[src/common/ers_map.svh]
// Constants of the edit ROM phrase sequencer
`ifndef ERS_MAP_SVH
`define ERS_MAP_SVH
`define ERS_CLK_PS 8000
`define ERS_UNIT_NS 16384000
`define ERS_UNIT_CYCLES (`ERS_UNIT_NS / (`ERS_CLK_PS / 1000))
`define ERS_ENTRY_BYTES 5'h10
`define ERS_LAST_INDEX 7'h7f
`define ERS_CMD_END 8'h00
`define ERS_SIL_LOW 7'h20
`define ERS_BEEP_TOP 4'hc
`define ERS_BIT_CH 7
`define ERS_BIT_SM 4
`define ERS_BEEP_RATE_SEL 3'h0
`define ERS_ATT_FLOOR 2'h3
`define ERS_RPT_ONCE 2'h0
`define ERS_RPT_TWICE 2'h1
`define ERS_RPT_FOUR 2'h2
`define ERS_RPT_ENDLESS 2'h3
`define ERS_PASSES_ONE 3'h1
`define ERS_PASSES_TWO 3'h2
`define ERS_PASSES_FOUR 3'h4
`define ERS_ROM_LAT 2'h2
`endif

[src/common/ers_pkg.sv]
// Types of the edit ROM phrase sequencer
package ers_pkg;
    typedef enum logic [1:0] {
        ERS_OP_SPEECH,
        ERS_OP_SILENCE,
        ERS_OP_BEEP
    } ers_op_type;

    typedef struct packed {
        ers_op_type op;
        logic ch_one;
        logic smooth;
        logic [1:0] repeat_sel;
        logic [1:0] level;
        logic [1:0] freq;
        logic [6:0] arg;
    } ers_cmd_type;
endpackage

[src/verilog/ers_skid.sv]
// Two-entry buffer between command decode and channel playback
`timescale 1ns/1ps
module ers_skid (
    input wire logic core_clk,
    input wire logic rst_n,
    input wire logic flush,
    input wire logic in_valid,
    output logic in_ready,
    input wire ers_pkg::ers_cmd_type in_data,
    output logic out_valid,
    input wire logic out_ready,
    output ers_pkg::ers_cmd_type out_data
);
    ers_pkg::ers_cmd_type mem_reg [2];
    logic rd_reg;
    logic wr_reg;
    logic [1:0] cnt_reg;
    logic push;
    logic pop;

    assign in_ready = (cnt_reg != 2'h2);
    assign out_valid = (cnt_reg != 2'h0);
    assign out_data = mem_reg[rd_reg];
    assign push = in_valid && in_ready;
    assign pop = out_valid && out_ready;

    always_ff @(posedge core_clk) begin
        if (push) begin
            mem_reg[wr_reg] <= in_data;
        end
    end

    always_ff @(posedge core_clk) begin
        if (!rst_n || flush) begin
            rd_reg <= 1'b0;
            wr_reg <= 1'b0;
            cnt_reg <= 2'h0;
        end else begin
            if (push) begin
                wr_reg <= ~wr_reg;
            end
            if (pop) begin
                rd_reg <= ~rd_reg;
            end
            cnt_reg <= cnt_reg + {1'b0, push} - {1'b0, pop};
        end
    end
endmodule

[src/verilog/ers_tick.sv]
// Divider giving one pulse per 16.384 ms duration unit
`timescale 1ns/1ps
`include "ers_map.svh"
module ers_tick #(
    parameter int UNIT_CYCLES = `ERS_UNIT_CYCLES
) (
    input wire logic core_clk,
    input wire logic rst_n,
    output logic unit_tick
);
    logic [21:0] cnt_reg;

    always_ff @(posedge core_clk) begin
        if (!rst_n) begin
            cnt_reg <= 22'h0;
            unit_tick <= 1'b0;
        end else if (cnt_reg == 22'(UNIT_CYCLES - 1)) begin
            cnt_reg <= 22'h0;
            unit_tick <= 1'b1;
        end else begin
            cnt_reg <= cnt_reg + 22'h1;
            unit_tick <= 1'b0;
        end
    end
endmodule

[src/verilog/ers_sequencer.sv]
// Edit ROM interpreter driving the two synthesis channels
`timescale 1ns/1ps
`include "ers_map.svh"
// How it works
// - Entry ends after sixteen bytes, eight pairs
// - Edit index ranges 1 to 127
// - Playback requests always go through edit table
// - Zero command byte ends the entry
// - Silence code, bit 7 picks channel
// - Silence lasts address value times 16.384 ms
// - Beep code 1100 plays on channel one
// - Beep level bits pick 1/8 to 1/2
// - Beep frequency bits pick 0.5 to 2 kHz
// - Beep lasts address value times 16.384 ms
// - Beep runs at fixed 8 kHz rate
// - Bits 6,5 set mean speech control
// - Repeat bits give one, two, four, endless
// - Smoothing halves volume per pass, floor 1/8
// - Volume bits give 0 to -18 dB
// - PCM phrases honour all speech fields
// - Melody forced onto channel one only
// - Queued entry starts after current ends
// - One pass: same waits, other starts together
// - Two passes: other starts at second pass
// - Four passes: other starts at fourth pass
// - Endless repeat discards following phrases
// - Mixed playback follows channel one rate
module ers_sequencer #(
    parameter int UNIT_CYCLES = `ERS_UNIT_CYCLES
) (
    input wire logic core_clk,
    input wire logic rst_n,
    input wire logic start_pulse,
    input wire logic [6:0] edit_index,
    input wire logic stop_pulse,
    output logic start_ready,
    output logic busy,
    output logic [10:0] rom_addr,
    input wire logic [7:0] rom_data,
    output logic [1:0] ch_start,
    output logic [6:0] ch1_phrase,
    output logic [6:0] ch2_phrase,
    output logic [1:0] ch1_atten,
    output logic [1:0] ch2_atten,
    output logic ch_beep,
    output logic [1:0] beep_level,
    output logic [1:0] beep_freq,
    output logic [1:0] ch_active,
    input wire logic [1:0] phrase_done,
    input wire logic ch1_is_melody,
    input wire logic [2:0] ch1_rate_sel,
    output logic [2:0] out_rate_sel
);
    typedef enum logic [2:0] {
        ST_IDLE,
        ST_FETCH_CMD,
        ST_FETCH_ARG,
        ST_PUSH,
        ST_DRAIN
    } st_type;

    st_type st_reg;
    logic [6:0] entry_reg;
    logic [4:0] byte_reg;
    logic [1:0] lat_reg;
    logic [7:0] cmd_reg;
    logic [6:0] queued_reg;
    logic queued_valid_reg;
    logic discard_reg;
    logic unit_tick;
    ers_pkg::ers_cmd_type dec;
    logic dec_valid;
    logic dec_ready;
    ers_pkg::ers_cmd_type cur;
    logic cur_valid;
    logic cur_take;
    logic [1:0] ch_busy;

    ers_tick #(.UNIT_CYCLES(UNIT_CYCLES)) u_tick (
        .core_clk(core_clk),
        .rst_n(rst_n),
        .unit_tick(unit_tick)
    );

    // Address built from edit index and byte count, no direct phrase path
    assign rom_addr = {entry_reg, byte_reg[3:0]};

    // Decode of the fetched byte pair
    always_comb begin
        dec = '0;
        dec.ch_one = cmd_reg[`ERS_BIT_CH];
        dec.arg = rom_data[6:0];
        if (cmd_reg[7:4] == `ERS_BEEP_TOP) begin
            dec.op = ers_pkg::ERS_OP_BEEP;
            dec.ch_one = 1'b1;
            dec.level = cmd_reg[3:2];
            dec.freq = cmd_reg[1:0];
        end else if (cmd_reg[6:0] == `ERS_SIL_LOW) begin
            dec.op = ers_pkg::ERS_OP_SILENCE;
        end else begin
            dec.op = ers_pkg::ERS_OP_SPEECH;
            dec.smooth = cmd_reg[`ERS_BIT_SM];
            dec.repeat_sel = cmd_reg[3:2];
            dec.level = cmd_reg[1:0];
        end
    end

    assign dec_valid = (st_reg == ST_PUSH) && !discard_reg;

    // Fetch walker: one command and one address byte per pair
    always_ff @(posedge core_clk) begin
        if (!rst_n || stop_pulse) begin
            st_reg <= ST_IDLE;
            byte_reg <= 5'h0;
            lat_reg <= 2'h0;
            cmd_reg <= 8'h0;
            entry_reg <= 7'h0;
            discard_reg <= 1'b0;
        end else begin
            case (st_reg)
                ST_IDLE: begin
                    if (queued_valid_reg && !busy) begin
                        entry_reg <= queued_reg;
                        byte_reg <= 5'h0;
                        lat_reg <= 2'h0;
                        discard_reg <= 1'b0;
                        st_reg <= ST_FETCH_CMD;
                    end
                end
                ST_FETCH_CMD: begin
                    if (lat_reg == `ERS_ROM_LAT) begin
                        lat_reg <= 2'h0;
                        if (rom_data == `ERS_CMD_END) begin
                            st_reg <= ST_DRAIN;
                        end else begin
                            cmd_reg <= rom_data;
                            byte_reg <= byte_reg + 5'h1;
                            st_reg <= ST_FETCH_ARG;
                        end
                    end else begin
                        lat_reg <= lat_reg + 2'h1;
                    end
                end
                ST_FETCH_ARG: begin
                    if (lat_reg == `ERS_ROM_LAT) begin
                        lat_reg <= 2'h0;
                        st_reg <= ST_PUSH;
                    end else begin
                        lat_reg <= lat_reg + 2'h1;
                    end
                end
                ST_PUSH: begin
                    if (discard_reg || dec_ready) begin
                        byte_reg <= byte_reg + 5'h1;
                        if (dec.op == ers_pkg::ERS_OP_SPEECH &&
                            dec.repeat_sel == `ERS_RPT_ENDLESS) begin
                            discard_reg <= 1'b1;
                        end
                        if (byte_reg + 5'h1 == `ERS_ENTRY_BYTES) begin
                            st_reg <= ST_DRAIN;
                        end else begin
                            st_reg <= ST_FETCH_CMD;
                        end
                    end
                end
                ST_DRAIN: begin
                    if (!cur_valid && ch_busy == 2'h0) begin
                        st_reg <= ST_IDLE;
                    end
                end
                default: begin
                    st_reg <= ST_IDLE;
                end
            endcase
        end
    end

    // One pending request kept while an entry plays
    assign start_ready = !queued_valid_reg;
    always_ff @(posedge core_clk) begin
        if (!rst_n || stop_pulse) begin
            queued_valid_reg <= 1'b0;
            queued_reg <= 7'h0;
        end else if (start_pulse && !queued_valid_reg &&
                     edit_index != 7'h0) begin
            queued_valid_reg <= 1'b1;
            queued_reg <= edit_index;
        end else if (st_reg == ST_IDLE && queued_valid_reg && !busy) begin
            queued_valid_reg <= 1'b0;
        end
    end

    // Buffer lets decode run ahead without losing a command
    ers_skid u_skid (
        .core_clk(core_clk),
        .rst_n(rst_n),
        .flush(stop_pulse),
        .in_valid(dec_valid),
        .in_ready(dec_ready),
        .in_data(dec),
        .out_valid(cur_valid),
        .out_ready(cur_take),
        .out_data(cur)
    );

    // Per channel playback: pass count, timer and volume
    logic [1:0] tgt;
    logic [2:0] pass_reg [2];
    logic [2:0] passes_reg [2];
    logic [6:0] units_reg [2];
    logic [1:0] timed_reg;
    logic [1:0] endless_reg;
    logic [1:0] smooth_reg;
    logic [1:0] att_reg [2];
    logic [1:0] last_pass;

    // Melody cannot leave channel one
    assign tgt = (cur.ch_one || ch1_is_melody) ? 2'b01 : 2'b10;

    // Same channel waits for end; other channel may go on last pass
    assign cur_take = cur_valid && ((ch_busy & tgt) == 2'h0) &&
        (ch_busy == 2'h0 || (last_pass & ~tgt) != 2'h0 ||
         (ch_busy & ~tgt) == 2'h0);

    function automatic logic [2:0] pass_total(input logic [1:0] sel);
        case (sel)
            `ERS_RPT_ONCE: pass_total = `ERS_PASSES_ONE;
            `ERS_RPT_TWICE: pass_total = `ERS_PASSES_TWO;
            `ERS_RPT_FOUR: pass_total = `ERS_PASSES_FOUR;
            default: pass_total = `ERS_PASSES_ONE;
        endcase
    endfunction

    genvar gi;
    generate
        for (gi = 0; gi < 2; gi++) begin : g_ch
            logic fin;
            assign ch_busy[gi] = ch_active[gi];
            assign last_pass[gi] = ch_active[gi] && !endless_reg[gi] &&
                !timed_reg[gi] && pass_reg[gi] == passes_reg[gi];
            assign fin = timed_reg[gi] ?
                (unit_tick && units_reg[gi] <= 7'h1) : phrase_done[gi];
            always_ff @(posedge core_clk) begin
                if (!rst_n || stop_pulse) begin
                    ch_active[gi] <= 1'b0;
                    ch_start[gi] <= 1'b0;
                    pass_reg[gi] <= 3'h0;
                    passes_reg[gi] <= 3'h0;
                    units_reg[gi] <= 7'h0;
                    timed_reg[gi] <= 1'b0;
                    endless_reg[gi] <= 1'b0;
                    smooth_reg[gi] <= 1'b0;
                    att_reg[gi] <= 2'h0;
                end else begin
                    ch_start[gi] <= 1'b0;
                    if (cur_take && tgt[gi]) begin
                        ch_active[gi] <= 1'b1;
                        pass_reg[gi] <= `ERS_PASSES_ONE;
                        passes_reg[gi] <= pass_total(cur.repeat_sel);
                        endless_reg[gi] <= cur.op == ers_pkg::ERS_OP_SPEECH &&
                            cur.repeat_sel == `ERS_RPT_ENDLESS;
                        timed_reg[gi] <= cur.op != ers_pkg::ERS_OP_SPEECH;
                        units_reg[gi] <= cur.arg;
                        smooth_reg[gi] <= cur.smooth &&
                            cur.repeat_sel != `ERS_RPT_ONCE;
                        att_reg[gi] <= cur.level;
                        ch_start[gi] <= cur.op == ers_pkg::ERS_OP_SPEECH;
                    end else if (ch_active[gi]) begin
                        if (timed_reg[gi] && unit_tick) begin
                            units_reg[gi] <= units_reg[gi] - 7'h1;
                        end
                        if (fin) begin
                            if (!timed_reg[gi] && (endless_reg[gi] ||
                                pass_reg[gi] != passes_reg[gi])) begin
                                pass_reg[gi] <= pass_reg[gi] + 3'h1;
                                ch_start[gi] <= 1'b1;
                                if (smooth_reg[gi] &&
                                    att_reg[gi] != `ERS_ATT_FLOOR) begin
                                    att_reg[gi] <= att_reg[gi] + 2'h1;
                                end
                            end else begin
                                ch_active[gi] <= 1'b0;
                            end
                        end
                    end
                end
            end
        end
    endgenerate

    // Playback outputs held in flip-flops
    always_ff @(posedge core_clk) begin
        if (!rst_n || stop_pulse) begin
            ch1_phrase <= 7'h0;
            ch2_phrase <= 7'h0;
            ch_beep <= 1'b0;
            beep_level <= 2'h0;
            beep_freq <= 2'h0;
        end else begin
            if (cur_take && tgt[0]) begin
                ch1_phrase <= cur.arg;
                ch_beep <= cur.op == ers_pkg::ERS_OP_BEEP;
                beep_level <= cur.level;
                beep_freq <= cur.freq;
            end else if (!ch_active[0]) begin
                ch_beep <= 1'b0;
            end
            if (cur_take && tgt[1]) begin
                ch2_phrase <= cur.arg;
            end
        end
    end

    assign ch1_atten = att_reg[0];
    assign ch2_atten = att_reg[1];
    assign busy = (st_reg != ST_IDLE) || (ch_active != 2'h0);

    // Beep fixes 8 kHz; otherwise channel one sets the pace
    always_ff @(posedge core_clk) begin
        if (!rst_n) begin
            out_rate_sel <= `ERS_BEEP_RATE_SEL;
        end else if (ch_beep) begin
            out_rate_sel <= `ERS_BEEP_RATE_SEL;
        end else if (ch_active[0]) begin
            out_rate_sel <= ch1_rate_sel;
        end
    end

    property p_end_stops;
        @(posedge core_clk) disable iff (!rst_n)
        st_reg == ST_FETCH_CMD && lat_reg == `ERS_ROM_LAT &&
        rom_data == `ERS_CMD_END |=> st_reg == ST_DRAIN;
    endproperty
    a_end_stops: assert property (p_end_stops)
        else $error("end byte did not stop entry");
    property p_max_bytes;
        @(posedge core_clk) disable iff (!rst_n)
        byte_reg <= `ERS_ENTRY_BYTES;
    endproperty
    a_max_bytes: assert property (p_max_bytes)
        else $error("entry ran past sixteen bytes");
    property p_beep_ch1;
        @(posedge core_clk) disable iff (!rst_n)
        cur_take && cur.op == ers_pkg::ERS_OP_BEEP |-> tgt == 2'b01;
    endproperty
    a_beep_ch1: assert property (p_beep_ch1)
        else $error("beep not on channel one");
    property p_same_wait;
        @(posedge core_clk) disable iff (!rst_n)
        cur_take |-> (ch_busy & tgt) == 2'h0;
    endproperty
    a_same_wait: assert property (p_same_wait)
        else $error("same channel started early");
    property p_floor;
        @(posedge core_clk) disable iff (!rst_n)
        ch_active[0] && smooth_reg[0] && ch1_atten == 2'h3 |=>
        !ch_active[0] || ch1_atten == 2'h3;
    endproperty
    a_floor: assert property (p_floor)
        else $error("smoothing passed the floor");
    property p_rate;
        @(posedge core_clk) disable iff (!rst_n)
        ch_beep |=> out_rate_sel == `ERS_BEEP_RATE_SEL;
    endproperty
    a_rate: assert property (p_rate)
        else $error("beep not at 8 kHz");
    property p_index;
        @(posedge core_clk) disable iff (!rst_n)
        start_pulse && edit_index == 7'h0 && !queued_valid_reg |=>
        !queued_valid_reg;
    endproperty
    a_index: assert property (p_index)
        else $error("index zero accepted");
    property p_melody;
        @(posedge core_clk) disable iff (!rst_n)
        cur_take && ch1_is_melody |=> ch_active[0];
    endproperty
    a_melody: assert property (p_melody)
        else $error("melody left channel one");
endmodule

[config.mk]
export PLATFORM = sky130hd
export DESIGN_NAME = ers_sequencer
export DESIGN_NICKNAME = d
export VERILOG_FILES = /design/src/common/ers_pkg.sv /design/src/verilog/ers_skid.sv /design/src/verilog/ers_tick.sv /design/src/verilog/ers_sequencer.sv
export VERILOG_INCLUDE_DIRS = /design/src /design/src/common
export SDC_FILE = /design/constraint.sdc
export NUM_CORES = 1
export LEC_CHECK = 0
export ABC_AREA = 1
export BUFFER_PORTS_ARGS = -buffer_cell sky130_fd_sc_hd__buf_2
export CORE_UTILIZATION = 50
export DETAILED_ROUTE_END_ITERATION = 7
export GPL_ROUTABILITY_DRIVEN = 0
export GPL_TIMING_DRIVEN = 0
export MAX_ROUTING_LAYER = met4
export PLACE_DENSITY = 0.74
export SLEW_MARGIN = 20
export SYNTH_ARGS = -nofsm -noshare
export SYNTH_HDL_FRONTEND = slang
export SYNTH_HIERARCHICAL = 1
export SYNTH_SLANG_ARGS = --single-unit
[constraint.sdc]
create_clock -name core_clk -period 3.98 [get_ports core_clk]
set_clock_uncertainty 0.05 [all_clocks]
set_input_delay 0.796 -clock core_clk [delete_from_list [all_inputs] [get_ports core_clk]]
set_output_delay 0.796 -clock core_clk [all_outputs]
set_load 0.1 [all_outputs]
* After elaboration in Yosys (flattened, before gate mapping)
Memories as Yosys holds them, arrays and structs flattened. A register that Yosys moved wholly into a read port is not among the register bits.
Cells that the tools add are included.
** Word-level totals
- Bits in registers :: 93
- Latch bits :: 0
- Memory bits (writable) :: 64
- Memory bits (read-only) :: 0
- Output and inout bits :: 43
- Logic and storage cells :: 282
- Memories :: 5
** Memory list
- u_skid.mem_reg :: depth 2, width 17, read ports 1, clocked after memory_dff 1, write ports 1, line ers_skid.sv:14 : ers_pkg::ers_cmd_type mem_reg [2];
- units_reg :: depth 2, width 7, read ports 2, clocked after memory_dff 0, write ports 2, line ers_sequencer.sv:210 : logic [6:0] units_reg [2];
- pass_reg :: depth 2, width 3, read ports 2, clocked after memory_dff 0, write ports 2, line ers_sequencer.sv:208 : logic [2:0] pass_reg [2];
- passes_reg :: depth 2, width 3, read ports 2, clocked after memory_dff 0, write ports 2, line ers_sequencer.sv:209 : logic [2:0] passes_reg [2];
- att_reg :: depth 2, width 2, read ports 2, clocked after memory_dff 0, write ports 2, line ers_sequencer.sv:214 : logic [1:0] att_reg [2];
** Cells by class
- $add $sub $neg :: 11
- Multipliers :: 0
- Divide/modulo/power cells :: 0
- Order comparisons :: 2
- Equal/unequal tests :: 29
- Shift-type cells :: 0
- Mux-type cells :: 110
- Bitwise gates (word level) :: 22
- Reduce and logical (&&, ||, !) cells :: 74
** Operator list (number)
- $mux 1 :: 68
- $mux 3 :: 18
- $logic_and 1x1->1 :: 30
- $mux 7 :: 4
- $mux 5 :: 5
- $add 22x1->22 const B :: 1
- $eq 22x21->1 const B :: 1
- $mux 2 :: 10
- $ne 2x2->1 const B :: 8
- $reduce_bool 2->1 :: 8
- $pmux 3 s5 :: 1
- $pmux 5 s3 :: 1
- $le 7x1->1 const B :: 2
- $or 1x1->1 :: 14
- $sub 7x1->7 const B :: 2
- $eq 2x2->1 const B :: 5
- $logic_not 2->1 :: 5
- $reduce_and 5->1 :: 2
- $logic_not 1->1 :: 9
- $logic_not 8->1 :: 1
- $logic_or 1x1->1 :: 8
- $eq 7x6->1 const B :: 1
- $reduce_bool 7->1 :: 1
- $add 2x1->2 const B :: 3
- 25 further kinds :: 40

* Depth between registers and ports, before layout
- Depth after elaboration :: 15
- Depth in mapped cells :: 21
- Mapped depth without buffers :: 18

* By module
Netlist, hierarchy kept.
** Modules (own cells, without submodules)
- ers_sequencer :: instances 1, cells an instance 642, area an instance 4772.1 um^2, seq. area each 2222.1 um^2
- ers_skid :: instances 1, cells an instance 90, area an instance 1529.0 um^2, seq. area each 1121.1 um^2
- ers_tick :: instances 1, cells an instance 176, area an instance 1178.6 um^2, seq. area each 460.4 um^2

* Worst setup path before layout
No wires, ideal clock.
- Path kind :: reg2out
- Start point :: reg ch_active[0]
- End point :: out busy
- Data arrival time :: 2042 ps
- Path slack :: 1092 ps
- Stages on the path, launching flop included :: 4
- Buffers on the path :: 1
- Path through :: dfxtp_1 -> buf_2 -> nor2_1 -> nand2_1
** Between the ends
- Longest elaborated chain between the ends :: 2
** RTL lines
- start: declaration :: line ers_sequencer.sv:48 : output logic [1:0] ch_active,
- start signal: indexed assignment :: line ers_sequencer.sv:245 : ch_active[gi] <= 1'b0;
- start signal: indexed assignment :: line ers_sequencer.sv:257 : ch_active[gi] <= 1'b1;
- start signal: indexed assignment :: line ers_sequencer.sv:282 : ch_active[gi] <= 1'b0;
- $reduce_bool 2->1 :: line ers_sequencer.sv:316 : assign busy = (st_reg != ST_IDLE) || (ch_active != 2'h0);
- $logic_or 1x1->1 :: line ers_sequencer.sv:316
- end: declaration :: line ers_sequencer.sv:37 : output logic busy,
No other way between the ends.

==> qor.txt <==
Outcome - finished clean
Final cycle utilization of the critical path - 83.7%
Part of the Yosys area used for sequential elements - 50.9%
Starting utilization of the core area - 51.3%
Sum Neg Setup Slack - 0 ns
Worst-Margin Slew - 0.698 ns
Die Area - 15,500 sq um
CTS buffer count - 17
Power density normalized to cell area - 416 nW/um^2
CTS resizes - 0
Class of the tightest hold or removal check - reg -> reg
Nets - 1,035
Die outline width - 124 um
# setup viols final - 0
Register-to-Register Path Depth - 21
Vias - 6,138
Utilization after layout - 59.4%
Average vias per placed instance - 5.15
Detail Placement HPWL - 12,200 um
Global-route wire length before repair - 27,300 um
Number of register bits inferred by synthesis - 158
Number of nets with antenna violations after routing - 0
Slew Limit Fails - 0
Count of H-tree levels built during CTS - 4
Startpoint types - register
CP Max Fanout - 11
Endpoint kind of the worst setup timing path - register
Proportion of layout cells with a drive suffix above 1 - 15.6%
Via count of the first global-routing pass - 5,706
Residual DRC - 0
Final worst path period need - 3.33 ns
Max-capacitance violation count - 0
Tightest slew margin relative to the limit - 53.4%
Clock tree from TritonCTS - done
Site row count - 44
Number of library cell types mapped by synthesis - 38
Arrival time at the worst endpoint - 3.60 ns
Detailed router's first-iteration violation count - 466
Unrepaired setup endpoints after global routing - false
Average footprint of a synthesized cell - 8.24 sq um
Post-CTS Repair Setup Buffers - 0
Number of standard cells after synthesis - 908
Clock tree buffer depth - 2
Average routed wire per standard cell - 13.8 um
Clk_lat worst skew - 0.42 ns
Number of flip-flops in the largest register - 34
Required time at the endpoint of the critical path - 4.24 ns
Clock-pin slew on the worst setup and hold paths - 0.06 ns
Die H - 124 um
Fill count - 1,279
Gr usage total - 23.0%
Area leader, netlist - edfxtp_1
Pleak - 3.85 nW
Number of antenna violations at the first check in global routing - 0
Post-detailed-placement cell area - 8060 sq um
Cell at the root of the clock tree - clkbuf_16
Count of buffers inserted at the top-level ports - 66
Warning count from the yosys run - 6
Number of detailed-routing iterations run before antenna repair - 5
Cell area after layout - 8670 sq um
Antenna Diode Count - 0
Critical Setup Path Class - reg -> reg
Clk sinks - 158
Largest cells by area after synthesis - edfxtp_1 (26%), dfxtp_1 (25%), nand2_1 (9.1%), nor2_1 (7.3%), inv_1 (5.6%)
Number of endpoints with negative hold slack in the final report - 0
Total standard cell area after synthesis - 7480 sq um
Routed WL - 16,500 um
Core region area - 14,600 sq um
Area growth from synthesis to layout - 15.9%
Final global-route overflow total - 0
Syn_nets - 949
Quantity of hold-fixing buffers added after cts - 0
Fraction of post-synthesis cell area in the top cell type by area - 25.7%
F_max - 300 MHz
Hold depth - 1
Number of ports placed on the die boundary - 68
Worst IR Drop VDD - 0.316 mV
Final worst hold slack - 0.401 ns
Maximum number of pins on one net before global-route repair - 18
layout make-up:
| class | count | area, sq um | area share (%) |
|---|---|---|---|
| plain buffers | 31 | 179 | 2.06 |
| clock buffers | 26 | 531 | 6.12 |
| clock inverters | 6 | 77.6 | 0.895 |
| inverters | 119 | 447 | 5.15 |
| multi-input cells | 600 | 3050 | 35.2 |
| flip-flops and latches | 158 | 3800 | 43.9 |
| well taps | 184 | 230 | 2.66 |
| repair buffers | 67 | 345 | 3.98 |
metrics by stage:
step                setup slack (ns)  cells  power (mW)
floorplan                       1.09    908        1.93
finish                         0.647   1191        3.60
CTS                            0.656   1191        3.63
global route                   0.444   1191        3.74
detailed placement             0.673   1159        2.00
global placement               0.715   1158        1.99
synthesized netlist by cell type, drive strengths merged:
master  count
a31o        1
inv       118
nand2     188
nor3b       1
xnor2       6
xor2        5
ha         16
nor4        3
nor3        4
or2         8
nand3      70
clkinv      1
edfxtp     64
nor2      155
nand4      49
mux2       17
a21boi      1
buf        20
nand3b      1
o21ai      39
clkbuf     11
dfxtp      94
a21oi      35
a211oi      1
final timing paths:
kind	start	end	slack [ns]
max	register	u_skid/cnt_reg[1]	0.65
min reg2reg	u_tick/cnt_reg[0]	u_tick/cnt_reg[0]	0.40
max reg2reg	register	u_skid/cnt_reg[1]	0.65
min	u_tick/cnt_reg[0]	u_tick/cnt_reg[0]	0.40
cells in the final DEF, fill, tap and decap left out, types with 4 or more instances in the layout:
cell type,Yosys,routed
a21oi_1,34,34
dfxtp_1,94,94
nor3_1,4,4
nand2_1,182,182
inv_2,6,6
o21ai_0,39,39
buf_4,7,7
buf_2,4,70
edfxtp_1,64,64
xnor2_1,6,6
clkbuf_8,0,5
nor2_1,145,144
mux2_2,7,7
buf_1,6,6
nand3_1,69,69
mux2_4,10,10
nor2_2,7,8
clkbuf_1,11,14
ha_1,16,16
nand2_2,4,4
xor2_1,5,5
clkbuf_16,0,18
or2_2,6,6
nand4_1,49,49
inv_1,112,112
worst max-delay path: stages (launching register included):
cell     delay [ns]
dfxtp_1        0.32
buf_6          0.15
buf_12         0.16
mux2_4         0.32
nor2_4         0.23
inv_2          0.16
nor2_1         0.12
nand3_1        0.15
nand2_1        0.11
nand2_2        0.07
nor2_4         0.20
buf_2          0.25
inv_1          0.07
nor2_1         0.15
ha_1           0.25
inv_1          0.05
ha_1           0.15
inv_1          0.04
nand2_1        0.07
nand3_1        0.06
nand2_1        0.06
nor2_1         0.03
metal layers:
metal / global-route usage, % / vias up / part of all wire (%)
li1: - / 3136 / -
met1: 28.3 / 2833 / 45
met2: 36.5 / 144 / 48
met3: 4.98 / 25 / 4.6
met4: 9.64 / 0 / 2.1
met5: - / - / 0
report_power, final:
group	leakage [nW]	internal [mW]	switching (mW)	total (mW)
Sequential	1.39	1.71	0.0186	1.72
Combinational	2.16	0.0631	0.176	0.239
Clock	0.301	1.04	0.602	1.64
logic make-up (layout without fill, tap and decap cells):
family	Yosys count	after routing	share of synthesized area, %
xor+xnor	11	11	1.29
flops	158	158	50.9
simple gates	479	479	28.4
mux	17	17	3.06
compound gates	77	77	5.32
fa+ha+maj	16	16	2.68
buf+inv	150	249	8.36
Note: power is estimated with default switching activity, not from simulation.
